--- config.mk ---
export PLATFORM = sky130hd
export DESIGN_NAME = uab_device_flat
export DESIGN_NICKNAME = d
export VERILOG_FILES = /design/src/hw/uab_pkg.sv /design/src/hw/uab_link_if.sv /design/src/hw/uab_tick_div.sv /design/src/hw/uab_device.sv /design/src/flat_wrapper.sv
export VERILOG_INCLUDE_DIRS = /design/src /design/src/hw
export SDC_FILE = /design/constraint.sdc
export NUM_CORES = 1
export LEC_CHECK = 0
export BUFFER_PORTS_ARGS = -buffer_cell sky130_fd_sc_hd__buf_2
export CAP_MARGIN = 10
export CORE_AREA = 2 2 109 111
export CTS_CLUSTER_SIZE = 25
export DETAILED_ROUTE_END_ITERATION = 8
export DIE_AREA = 0 0 111 113
export GPL_ROUTABILITY_DRIVEN = 1
export GPL_TIMING_DRIVEN = 1
export PLACE_DENSITY = 0.75
export SLEW_MARGIN = 30
export SYNTH_ARGS = -nofsm -noshare
export SYNTH_HDL_FRONTEND = slang
export SYNTH_SLANG_ARGS = --single-unit
--- constraint.sdc ---
create_clock -name clk_in -period 6.3 [get_ports clk_in]
set_clock_uncertainty 0.15 [all_clocks]
set_input_delay 0.945 -clock clk_in [delete_from_list [all_inputs] [get_ports clk_in]]
set_output_delay 0.945 -clock clk_in [all_outputs]
set_load 0.05 [all_outputs]
--- src/hw/uab_regs.svh ---
// ---------------------------------------------------------------
// register map, field positions and counts of the autobaud uart
// ---------------------------------------------------------------
// definitions only; included by both ends, the checks and the bench
`ifndef UAB_REGS_SVH
`define UAB_REGS_SVH

// register offsets on the plain software port
`define UAB_OFF_CONTROL      8'h00
`define UAB_OFF_DIVISOR_LOW  8'h04
`define UAB_OFF_DIVISOR_HIGH 8'h08
`define UAB_OFF_TX_DATA      8'h0c
`define UAB_OFF_RX_DATA      8'h10

// control register fields
`define UAB_BIT_AUTOBAUD_ENABLE   0
`define UAB_BIT_WAKE_ENABLE       1
`define UAB_BIT_DIVISOR_16BIT     2
`define UAB_BIT_HIGH_SPEED        3
`define UAB_BIT_SEND_BREAK        4
`define UAB_BIT_TRANSMIT_ENABLE   5
`define UAB_BIT_AUTOBAUD_OVERFLOW 6
`define UAB_BIT_RECEIVER_IDLE     7
`define UAB_BIT_TX_SHIFT_EMPTY    8
`define UAB_BIT_RX_IRQ_FLAG       9
`define UAB_BIT_TX_BUF_EMPTY      10
`define UAB_BIT_SYNC_MODE         11

// autobaud counter tick masks, one less than the period in oscillator cycles, per {16bit, high speed}
`define UAB_ABD_PERIOD_00 9'd511
`define UAB_ABD_PERIOD_01 9'd127
`define UAB_ABD_PERIOD_10 9'd127
`define UAB_ABD_PERIOD_11 9'd31
`define UAB_ABD_TO_BASE   3

// frame shapes
`define UAB_AB_RISES      3'd4
`define UAB_NORMAL_BITS   4'd10
`define UAB_BREAK_BITS    4'd14
`define UAB_HOST_ZEROS    5'd13
`define UAB_SYNC_BYTE     8'h55
`define UAB_DIVISOR_START 16'h0001

`endif

--- src/hw/uab_pkg.sv ---
// ---------------------------------------------------------------
// types shared by both ends of the autobaud uart
// ---------------------------------------------------------------
// holds only types; numbers live in uab_regs.svh
package uab_pkg;

    typedef enum logic [1:0] {
        AB_IDLE,
        AB_WAIT_START,
        AB_WAIT_RISE,
        AB_COUNT
    } uab_ab_state_type;

    typedef struct packed {
        logic             rx_meta;
        logic             rx_sync;
        logic             rx_prev;
        logic [8:0]       pre;
        uab_ab_state_type ab;
        logic [2:0]       rises;
        logic [15:0]      divisor;
        logic             autobaud_enable;
        logic             wake_on_break_enable;
        logic             mode16;
        logic             high_speed;
        logic             send_break_request;
        logic             transmit_enable;
        logic             sync_mode;
        logic             ovf;
        logic             rif;
        logic [7:0]       txbuf;
        logic             txbuf_full;
        logic             tx_busy;
        logic             tx_break;
        logic [13:0]      shreg;
        logic [3:0]       bitcnt;
        logic             tx_line;
        logic [15:0]      rdata;
    } uab_dev_state_type;

    typedef struct packed {
        logic        busy;
        logic [15:0] shreg;
        logic [4:0]  bitcnt;
        logic        line;
    } uab_host_state_type;

endpackage : uab_pkg

--- src/hw/uab_link_if.sv ---
// ---------------------------------------------------------------
// serial link between the uart and the remote node
// ---------------------------------------------------------------
// both lines idle high; each has one driver
`timescale 1ns/1ns
interface uab_link_if;
    logic rx_line;
    logic tx_line;

    modport device (
        input  rx_line,
        output tx_line
    );
    modport host (
        output rx_line,
        input  tx_line
    );
endinterface : uab_link_if

--- src/hw/uab_tick_div.sv ---
// ---------------------------------------------------------------
// enabled counter giving one tick every limit+1 enabled cycles
// ---------------------------------------------------------------
// assumes clk_in at 250 MHz; clear restarts the period
`timescale 1ns/1ns
module uab_tick_div #(
    parameter int W = 16
) (
    // clock and reset
    input  wire logic         clk_in,
    input  wire logic         reset_n_in,
    // control
    input  wire logic         clear_in,
    input  wire logic         enable_in,
    input  wire logic [W-1:0] limit_in,
    // tick
    output logic              tick_out
);
    logic [W-1:0] cnt;
    logic [W-1:0] next_cnt;

    assign tick_out = enable_in && !clear_in && (cnt >= limit_in);

    always_comb begin
        next_cnt = cnt;
        if (clear_in) begin
            next_cnt = '0;
        end else if (tick_out) begin
            next_cnt = '0;
        end else if (enable_in) begin
            next_cnt = cnt + 1'b1;
        end
    end

    always_ff @(posedge clk_in) begin
        if (!reset_n_in) begin
            cnt <= '0;
        end else begin
            cnt <= next_cnt;
        end
    end
endmodule : uab_tick_div

--- src/hw/uab_device.sv ---
// ---------------------------------------------------------------
// uart autobaud, wake on break and break transmit end
// ---------------------------------------------------------------
// software port: one-cycle strobes, read data one cycle later
// link: rx_line from the remote node, tx_line towards it
//
// Implementation choices: the plain strobed port and the register addresses.
`timescale 1ns/1ns
`include "uab_regs.svh"
module uab_device
    import uab_pkg::*;
(
    // clock and reset
    input  wire logic        clk_in,
    input  wire logic        reset_n_in,
    // software register port
    input  wire logic [7:0]  addr_in,
    input  wire logic [15:0] wdata_in,
    input  wire logic        wr_in,
    input  wire logic        rd_in,
    output logic [15:0]      rdata_out,
    // serial link
    uab_link_if.device       link
);
    uab_dev_state_type s;
    uab_dev_state_type next_s;

    logic        rise;
    logic        fall;
    logic        abd_tick;
    logic        base_tick;
    logic        bit_tick;
    logic        tx_load;
    logic [8:0]  abd_mask;
    logic [15:0] bit_limit;

    // ---------------------------------------------------------------
    // rates
    // ---------------------------------------------------------------
    function automatic logic [8:0] abd_period(input logic m16, input logic hs);
        unique case ({m16, hs})
            2'b00:   abd_period = `UAB_ABD_PERIOD_00;
            2'b01:   abd_period = `UAB_ABD_PERIOD_01;
            2'b10:   abd_period = `UAB_ABD_PERIOD_10;
            2'b11:   abd_period = `UAB_ABD_PERIOD_11;
            default: abd_period = `UAB_ABD_PERIOD_00;
        endcase
    endfunction : abd_period

    function automatic logic tick_at(input logic [8:0] pre, input logic [8:0] mask);
        tick_at = (pre & mask) == mask;
    endfunction : tick_at

    assign abd_mask  = abd_period(s.mode16, s.high_speed);
    assign abd_tick  = tick_at(s.pre, abd_mask);
    assign base_tick = tick_at(s.pre, abd_mask >> `UAB_ABD_TO_BASE);
    assign rise      = s.rx_sync && !s.rx_prev;
    assign fall      = !s.rx_sync && s.rx_prev;
    // 8-bit divisor mode ignores the high byte outside autobaud
    assign bit_limit = s.mode16 ? s.divisor : {8'h00, s.divisor[7:0]};
    assign tx_load   = !s.tx_busy && s.txbuf_full && s.transmit_enable;

    uab_tick_div #(
        .W(16)
    ) u_bit_div (
        .clk_in     (clk_in),
        .reset_n_in (reset_n_in),
        .clear_in   (tx_load),
        .enable_in  (base_tick),
        .limit_in   (bit_limit),
        .tick_out   (bit_tick)
    );

    assign link.tx_line = s.tx_line;
    assign rdata_out    = s.rdata;

    // ---------------------------------------------------------------
    // next state
    // ---------------------------------------------------------------
    always_comb begin
        next_s         = s;
        next_s.rx_meta = link.rx_line;
        next_s.rx_sync = s.rx_meta;
        next_s.rx_prev = s.rx_sync;
        next_s.pre     = s.pre + 9'd1;
        next_s.rdata   = 16'h0000;

        // software writes first, so hardware events below win
        if (wr_in) begin
            unique case (addr_in)
                `UAB_OFF_CONTROL: begin
                    next_s.autobaud_enable      = wdata_in[`UAB_BIT_AUTOBAUD_ENABLE];
                    next_s.wake_on_break_enable        = wdata_in[`UAB_BIT_WAKE_ENABLE];
                    next_s.mode16     = wdata_in[`UAB_BIT_DIVISOR_16BIT];
                    next_s.high_speed = wdata_in[`UAB_BIT_HIGH_SPEED];
                    next_s.send_break_request      = wdata_in[`UAB_BIT_SEND_BREAK];
                    next_s.transmit_enable       = wdata_in[`UAB_BIT_TRANSMIT_ENABLE];
                    next_s.sync_mode  = wdata_in[`UAB_BIT_SYNC_MODE];
                    if (!wdata_in[`UAB_BIT_AUTOBAUD_OVERFLOW] && !s.autobaud_enable) begin
                        next_s.ovf = 1'b0;
                    end
                end
                `UAB_OFF_DIVISOR_LOW: begin
                    if (s.ab == AB_IDLE) begin
                        next_s.divisor[7:0] = wdata_in[7:0];
                    end
                end
                `UAB_OFF_DIVISOR_HIGH: begin
                    if (s.ab == AB_IDLE) begin
                        next_s.divisor[15:8] = wdata_in[7:0];
                    end
                end
                default: begin
                end
            endcase
        end

        if (rd_in) begin
            unique case (addr_in)
                `UAB_OFF_CONTROL: begin
                    next_s.rdata[`UAB_BIT_AUTOBAUD_ENABLE]   = s.autobaud_enable;
                    next_s.rdata[`UAB_BIT_WAKE_ENABLE]       = s.wake_on_break_enable;
                    next_s.rdata[`UAB_BIT_DIVISOR_16BIT]     = s.mode16;
                    next_s.rdata[`UAB_BIT_HIGH_SPEED]        = s.high_speed;
                    next_s.rdata[`UAB_BIT_SEND_BREAK]        = s.send_break_request;
                    next_s.rdata[`UAB_BIT_TRANSMIT_ENABLE]   = s.transmit_enable;
                    next_s.rdata[`UAB_BIT_AUTOBAUD_OVERFLOW] = s.ovf;
                    next_s.rdata[`UAB_BIT_RECEIVER_IDLE]     = (s.ab == AB_IDLE) && !s.wake_on_break_enable;
                    next_s.rdata[`UAB_BIT_TX_SHIFT_EMPTY]    = !s.tx_busy;
                    next_s.rdata[`UAB_BIT_RX_IRQ_FLAG]       = s.rif;
                    next_s.rdata[`UAB_BIT_TX_BUF_EMPTY]      = !s.txbuf_full;
                    next_s.rdata[`UAB_BIT_SYNC_MODE]         = s.sync_mode;
                end
                `UAB_OFF_DIVISOR_LOW:  next_s.rdata = {8'h00, s.divisor[7:0]};
                `UAB_OFF_DIVISOR_HIGH: next_s.rdata = {8'h00, s.divisor[15:8]};
                // no normal reception here, so received data is always zero
                `UAB_OFF_RX_DATA:      next_s.rif   = 1'b0;
                default: begin
                end
            endcase
        end

        // ---------------------------------------------------------------
        // autobaud measurement; the receiver idle bit reads 0 outside AB_IDLE
        // ---------------------------------------------------------------
        unique case (s.ab)
            AB_IDLE: begin
                // a pending wake waits for the break to end first
                if (s.autobaud_enable && !s.wake_on_break_enable) begin
                    next_s.ab = AB_WAIT_START;
                end
            end
            AB_WAIT_START: begin
                if (!s.autobaud_enable) begin
                    next_s.ab = AB_IDLE;
                end else if (fall) begin
                    next_s.ab = AB_WAIT_RISE;
                end
            end
            AB_WAIT_RISE: begin
                if (!s.autobaud_enable) begin
                    next_s.ab = AB_IDLE;
                end else if (rise) begin
                    next_s.ab      = AB_COUNT;
                    next_s.divisor = `UAB_DIVISOR_START;
                    next_s.rises   = 3'd0;
                end
            end
            AB_COUNT: begin
                if (!s.autobaud_enable) begin
                    next_s.ab = AB_IDLE;
                end else begin
                    if (abd_tick) begin
                        next_s.divisor = s.divisor + 16'h0001;
                        if (&s.divisor) begin
                            next_s.ovf = 1'b1;
                        end
                    end
                    if (rise) begin
                        next_s.rises = s.rises + 3'd1;
                        if (s.rises == `UAB_AB_RISES - 3'd1) begin
                            next_s.ab    = AB_IDLE;
                            next_s.autobaud_enable = 1'b0;
                            next_s.rif   = 1'b1;
                        end
                    end
                end
            end
        endcase

        // ---------------------------------------------------------------
        // wake on break
        // ---------------------------------------------------------------
        if (s.wake_on_break_enable && !s.sync_mode) begin
            if (fall) begin
                next_s.rif = 1'b1;
            end
            if (rise) begin
                next_s.wake_on_break_enable = 1'b0;
            end
        end

        // ---------------------------------------------------------------
        // transmit: buffer, shifter, break
        // ---------------------------------------------------------------
        if (tx_load) begin
            next_s.tx_busy    = 1'b1;
            next_s.txbuf_full = 1'b0;
            next_s.tx_break   = s.send_break_request;
            if (s.send_break_request) begin
                next_s.shreg  = {1'b1, 13'h0000};
                next_s.bitcnt = `UAB_BREAK_BITS;
            end else begin
                next_s.shreg  = {5'b11111, s.txbuf, 1'b0};
                next_s.bitcnt = `UAB_NORMAL_BITS;
            end
        end else if (s.tx_busy && bit_tick) begin
            next_s.shreg  = {1'b1, s.shreg[13:1]};
            next_s.bitcnt = s.bitcnt - 4'd1;
            if (s.bitcnt == 4'd1) begin
                next_s.tx_busy = 1'b0;
                if (s.tx_break) begin
                    next_s.send_break_request = 1'b0;
                end
            end
        end
        // a byte written behind the break waits in the buffer
        if (wr_in && addr_in == `UAB_OFF_TX_DATA && s.transmit_enable && (!s.txbuf_full || tx_load)) begin
            next_s.txbuf      = wdata_in[7:0];
            next_s.txbuf_full = 1'b1;
        end
        next_s.tx_line = next_s.tx_busy ? next_s.shreg[0] : 1'b1;
    end

    always_ff @(posedge clk_in) begin
        if (!reset_n_in) begin
            s         <= '0;
            s.rx_meta <= 1'b1;
            s.rx_sync <= 1'b1;
            s.rx_prev <= 1'b1;
            s.ab      <= AB_IDLE;
            s.shreg   <= 14'h3fff;
            s.tx_line <= 1'b1;
        end else begin
            s <= next_s;
        end
    end
endmodule : uab_device

--- src/flat_wrapper.sv ---
// flat-port wrapper written by rule: the top's interface ports become plain ports
module uab_device_flat import uab_pkg::*;
  (clk_in, reset_n_in, addr_in, wdata_in, wr_in, rd_in, rdata_out, link_rx_line, link_tx_line);
  uab_link_if link_i ();
  input  wire logic clk_in;
  input  wire logic reset_n_in;
  input  wire logic [7:0] addr_in;
  input  wire logic [15:0] wdata_in;
  input  wire logic wr_in;
  input  wire logic rd_in;
  output logic [15:0] rdata_out;
  input wire logic [$bits(link_i.rx_line)-1:0] link_rx_line;
  output wire logic [$bits(link_i.tx_line)-1:0] link_tx_line;
  assign link_i.rx_line = link_rx_line;
  assign link_tx_line = link_i.tx_line;
  uab_device u_core (.clk_in(clk_in), .reset_n_in(reset_n_in), .addr_in(addr_in), .wdata_in(wdata_in), .wr_in(wr_in), .rd_in(rd_in), .rdata_out(rdata_out), .link(link_i));
endmodule
==> flow_results.xml <==
<?xml version="1.0" encoding="UTF-8"?>
<metrics>
  <group name="outcome">
    <metric name="status" unit="">completed</metric>
  </group>
  <group name="worst_setup_path">
    <metric name="critical_path.max_stage_delay" unit="ns">0.65</metric>
    <metric name="timing.critical_path.arrival" unit="ns">3.24</metric>
    <metric name="worstPathCellList" unit="">nand2_1, ha_1, nand4_2, a211o_1, o32a_1, a21oi_4, and4_1, nor3_1</metric>
    <metric name="crit_family" unit="">compound AO/OA/AOI/OAI gates</metric>
    <metric name="path_max_fanout" unit="">21</metric>
    <metric name="critical_path.n_buffers_inverters" unit="">0</metric>
    <metric name="required" unit="ns">6.36</metric>
    <metric name="worst_setup_path_start_kind" unit="">register</metric>
    <metric name="crit_type" unit="">reg2reg</metric>
    <metric name="critical_path_cell_with_the_highest_stage_delay" unit="">dfxtp_1</metric>
    <metric name="rrSetupSlack" unit="ns">3.12</metric>
    <metric name="setup.worst_path.end_class" unit="">register</metric>
  </group>
  <group name="synthesis">
    <metric name="postSynthRegisterBits" unit="">100</metric>
    <metric name="synth_edf_count" unit="">0</metric>
    <metric name="synth.distinct_cells" unit="">58</metric>
    <metric name="synth_compound_gate_area_share" unit="%">11.7</metric>
    <metric name="postSynth.asyncResetShare" unit="%">0</metric>
    <metric name="synth_area_per_cell" unit="um^2">8.47</metric>
    <metric name="yosys_most_used_dff" unit="">dfxtp_1</metric>
    <metric name="postSynthCellCount" unit="">612</metric>
    <metric name="seq_area_frac_synth" unit="%">38.6</metric>
    <metric name="synth-xor-area-share" unit="%">5.40</metric>
    <metric name="post_synth_mux_area_share" unit="%">7.72</metric>
    <metric name="simple_gate_fraction_of_synth_area" unit="%">24.6</metric>
    <metric name="synth_top_family_by_area" unit="">simple AND/OR/NAND/NOR gates</metric>
    <metric name="synth_area" unit="um^2">5190</metric>
    <metric name="yosys.area_share.adder" unit="%">5.55</metric>
    <metric name="ys_warn_count" unit="">0</metric>
  </group>
  <group name="hold_path">
    <metric name="timing.hold.worst.class" unit="">reg2reg</metric>
  </group>
  <group name="place">
    <metric name="buffer_ports.inserted" unit="">34</metric>
    <metric name="detailed_place.area" unit="um^2">5320</metric>
    <metric name="dp_hpwl" unit="mm">8.75</metric>
    <metric name="post-place-cells" unit="">747</metric>
    <metric name="gp_congestion" unit="">0.889</metric>
    <metric name="dpl_worst_slack" unit="ns">2.99</metric>
  </group>
  <group name="global_routing">
    <metric name="grt_overflow_total" unit="">0</metric>
    <metric name="grt_max_degree" unit="">43</metric>
    <metric name="grt_antenna_before_repair" unit="">0</metric>
    <metric name="grt_pass1_wl" unit="mm">19.9</metric>
    <metric name="first_global_vias" unit="">4152</metric>
    <metric name="grt.total_usage" unit="%">19.3</metric>
  </group>
  <group name="pwr">
    <metric name="sequentialPowerShare" unit="%">51.3</metric>
    <metric name="power.internal" unit="uW">968</metric>
    <metric name="power_density" unit="nW/um^2">221</metric>
    <metric name="sw_frac_of_total" unit="%">22.2</metric>
    <metric name="clkPwrFrac" unit="%">45.3</metric>
    <metric name="worst_ir_drop_vdd" unit="V">0.000117</metric>
    <metric name="p_leak" unit="nW">2.08</metric>
    <metric name="p_sw" unit="uW">276</metric>
    <metric name="p_comb_share" unit="%">3.4</metric>
  </group>
  <group name="detailed_routing">
    <metric name="route.detailed.wl_per_inst" unit="um">15.9</metric>
    <metric name="first_pass_iters" unit="">5</metric>
    <metric name="post-route-drc-count" unit="">0</metric>
    <metric name="detail_route.wirelength" unit="mm">12.1</metric>
    <metric name="route.detailed.vias_per_inst" unit="">5.75</metric>
    <metric name="route.antenna.remaining_nets" unit="">0</metric>
    <metric name="drt_iter0_markers" unit="">368</metric>
    <metric name="num_vias" unit="">4386</metric>
  </group>
  <group name="clock_tree">
    <metric name="post_cts_resized" unit="">0</metric>
    <metric name="clk_transition_reported_paths" unit="ns">0.07</metric>
    <metric name="clock_insertion_delay_worst_skew" unit="ns">0.34</metric>
    <metric name="cts_made_buffers" unit="">9</metric>
    <metric name="ctsHoldBuffers" unit="">0</metric>
    <metric name="cts.sinks" unit="">100</metric>
    <metric name="cts_tree" unit="">built</metric>
    <metric name="root_driver" unit="">clkbuf_16</metric>
    <metric name="ctsHtreeMaxLevel" unit="">3</metric>
    <metric name="post-cts-setup-buffer-count" unit="">0</metric>
    <metric name="clockBufferDepth" unit="">2</metric>
  </group>
  <group name="sta">
    <metric name="timing.final.hold_violations" unit="">0</metric>
    <metric name="tightestPinTransition" unit="ns">0.972</metric>
    <metric name="max_clock_freq" unit="MHz">314</metric>
    <metric name="final-max-slew-violation-count" unit="">0</metric>
    <metric name="unrepaired_setup_endpoints_after_global_routing" unit="">false</metric>
    <metric name="timing.final.crit_share" unit="%">50.5</metric>
    <metric name="timing.final.setup_violations" unit="">0</metric>
    <metric name="period_needed" unit="ns">3.18</metric>
    <metric name="timing.setup.tns" unit="ns">0</metric>
    <metric name="setup_slack" unit="ns">3.12</metric>
    <metric name="slew-limit-headroom" unit="%">34.9</metric>
  </group>
  <group name="cells_and_area">
    <metric name="design_area" unit="um^2">5630</metric>
    <metric name="mostFrequentLayoutCell" unit="">dfxtp_1</metric>
    <metric name="sequential_cell_area" unit="um^2">2000</metric>
    <metric name="final_cell_mix" unit="">dfxtp_1, nor2_1, nand2_1</metric>
    <metric name="filler_cell_count" unit="">1041</metric>
    <metric name="drive_gt1_share" unit="%">10.5</metric>
    <metric name="nNetsFinal" unit="">667</metric>
    <metric name="area_of_the_multi_input_gates" unit="um^2">2870</metric>
    <metric name="layout.cells.non_filler" unit="">763</metric>
    <metric name="diodes" unit="">0</metric>
    <metric name="synthToLayoutAreaGrowth" unit="%">8.54</metric>
  </group>
  <group name="floorplan">
    <metric name="fp-row-count" unit="">39</metric>
    <metric name="start_util" unit="%">46.0</metric>
    <metric name="die_width" unit="um">111</metric>
    <metric name="floorplan.die_area" unit="um^2">12500</metric>
    <metric name="io-pin-count" unit="">46</metric>
    <metric name="die_height" unit="um">113</metric>
    <metric name="core-area" unit="um^2">11300</metric>
  </group>
  <group name="run">
    <metric name="maxCapViolations" unit="">0</metric>
  </group>
</metrics>
[kinds of logic after synthesis]
logic type               count (synthesis)
multiplexers                            40
buffers and inverters                   68
adder cells (fa/ha/maj)                 23
XOR/XNOR                                32
AO/OA/AOI/OAI                           92
other                                    1
AND/OR/NAND/NOR                        256
flip-flops                             100
[power groups by stage]
stage | logic (mW) | registers [mW] | clock network (mW)
after CTS | 0.0420 | 0.638 | 0.573
after detailed placement | 0.0419 | 0.653 | 0
after floorplan | 0.0284 | 0.651 | 0
after global routing | 0.0458 | 0.639 | 0.600
final | 0.0427 | 0.638 | 0.563
after global placement | 0.0409 | 0.653 | 0
[cells in the mapped netlist, types with 3 or more instances]
library cell,instances,area share (%)
a211oi_1,5,0.72
a21o_1,3,0.43
a21oi_1,26,2.5
a2bb2oi_1,3,0.51
a31oi_1,13,1.6
a32oi_1,3,0.51
and2_1,4,0.48
and3_1,7,0.84
and4_1,4,0.68
buf_1,3,0.22
buf_2,9,0.87
buf_4,18,2.6
clkbuf_1,17,1.2
dfxtp_1,100,39
ha_1,23,5.5
inv_1,21,1.5
mux2i_1,40,7.7
nand2_1,44,3.2
nand2b_1,14,1.7
nand3_1,16,1.5
nand4_1,14,1.7
nor2_1,93,6.7
nor2b_1,9,1.1
nor3_1,16,1.5
nor3b_1,4,0.58
nor4_1,4,0.48
o21ai_0,18,1.7
or2_2,3,0.36
or3_1,12,1.4
xnor2_1,15,2.5
xor2_1,17,2.9
[worst paths after layout]
check | start | to | cells past startpoint
worst min register to register | u_core.next_s[86]$_SDFF_PN1_ | u_core.next_s[85]$_SDFF_PN1_ | 1
worst max-delay path | u_core.s[52]$_SDFFE_PN0P_ | u_core.s[50]$_SDFF_PN0_ | 8
worst max register to register | u_core.s[52]$_SDFFE_PN0P_ | u_core.s[50]$_SDFF_PN0_ | 8
worst min-delay path | u_core.next_s[86]$_SDFF_PN1_ | u_core.next_s[85]$_SDFF_PN1_ | 1
[flip-flops by register name, indices dropped and copies added, names as in the netlist]
signal / flops
u_core.u_bit_div.cnt: 16
u_core.s: 69
u_core.rdata_out: 12
u_core.next_s: 2
u_core.link.tx_line: 1
[through the flow]
step                      utilization [%]  power [mW]  hold WS (ns)
after floorplan                         -       0.680         0.236
after global placement               47.1       0.693         0.238
after detailed placement             47.2       0.695         0.248
after CTS                            49.9        1.25         0.264
after global routing                 49.9        1.28         0.301
final                                49.9        1.24         0.262
[per-layer routing]
metal,global-route usage (%),routed length [um],share of wire (%)
met3,3.37,723,6.0
met4,5.25,163,1.3
met1,25.1,5390,44
met2,33.1,5840,48
met5,0,0,0
[final cells by class]
type,count,area share [%]
repair buffers,36,3.29
well taps,143,3.18
clock inverters,6,1.27
inverters,21,1.40
multi-input cells,447,51.1
clock buffers,10,4.25
flip-flops and latches,100,35.6
(Power assumes the default switching activity.)
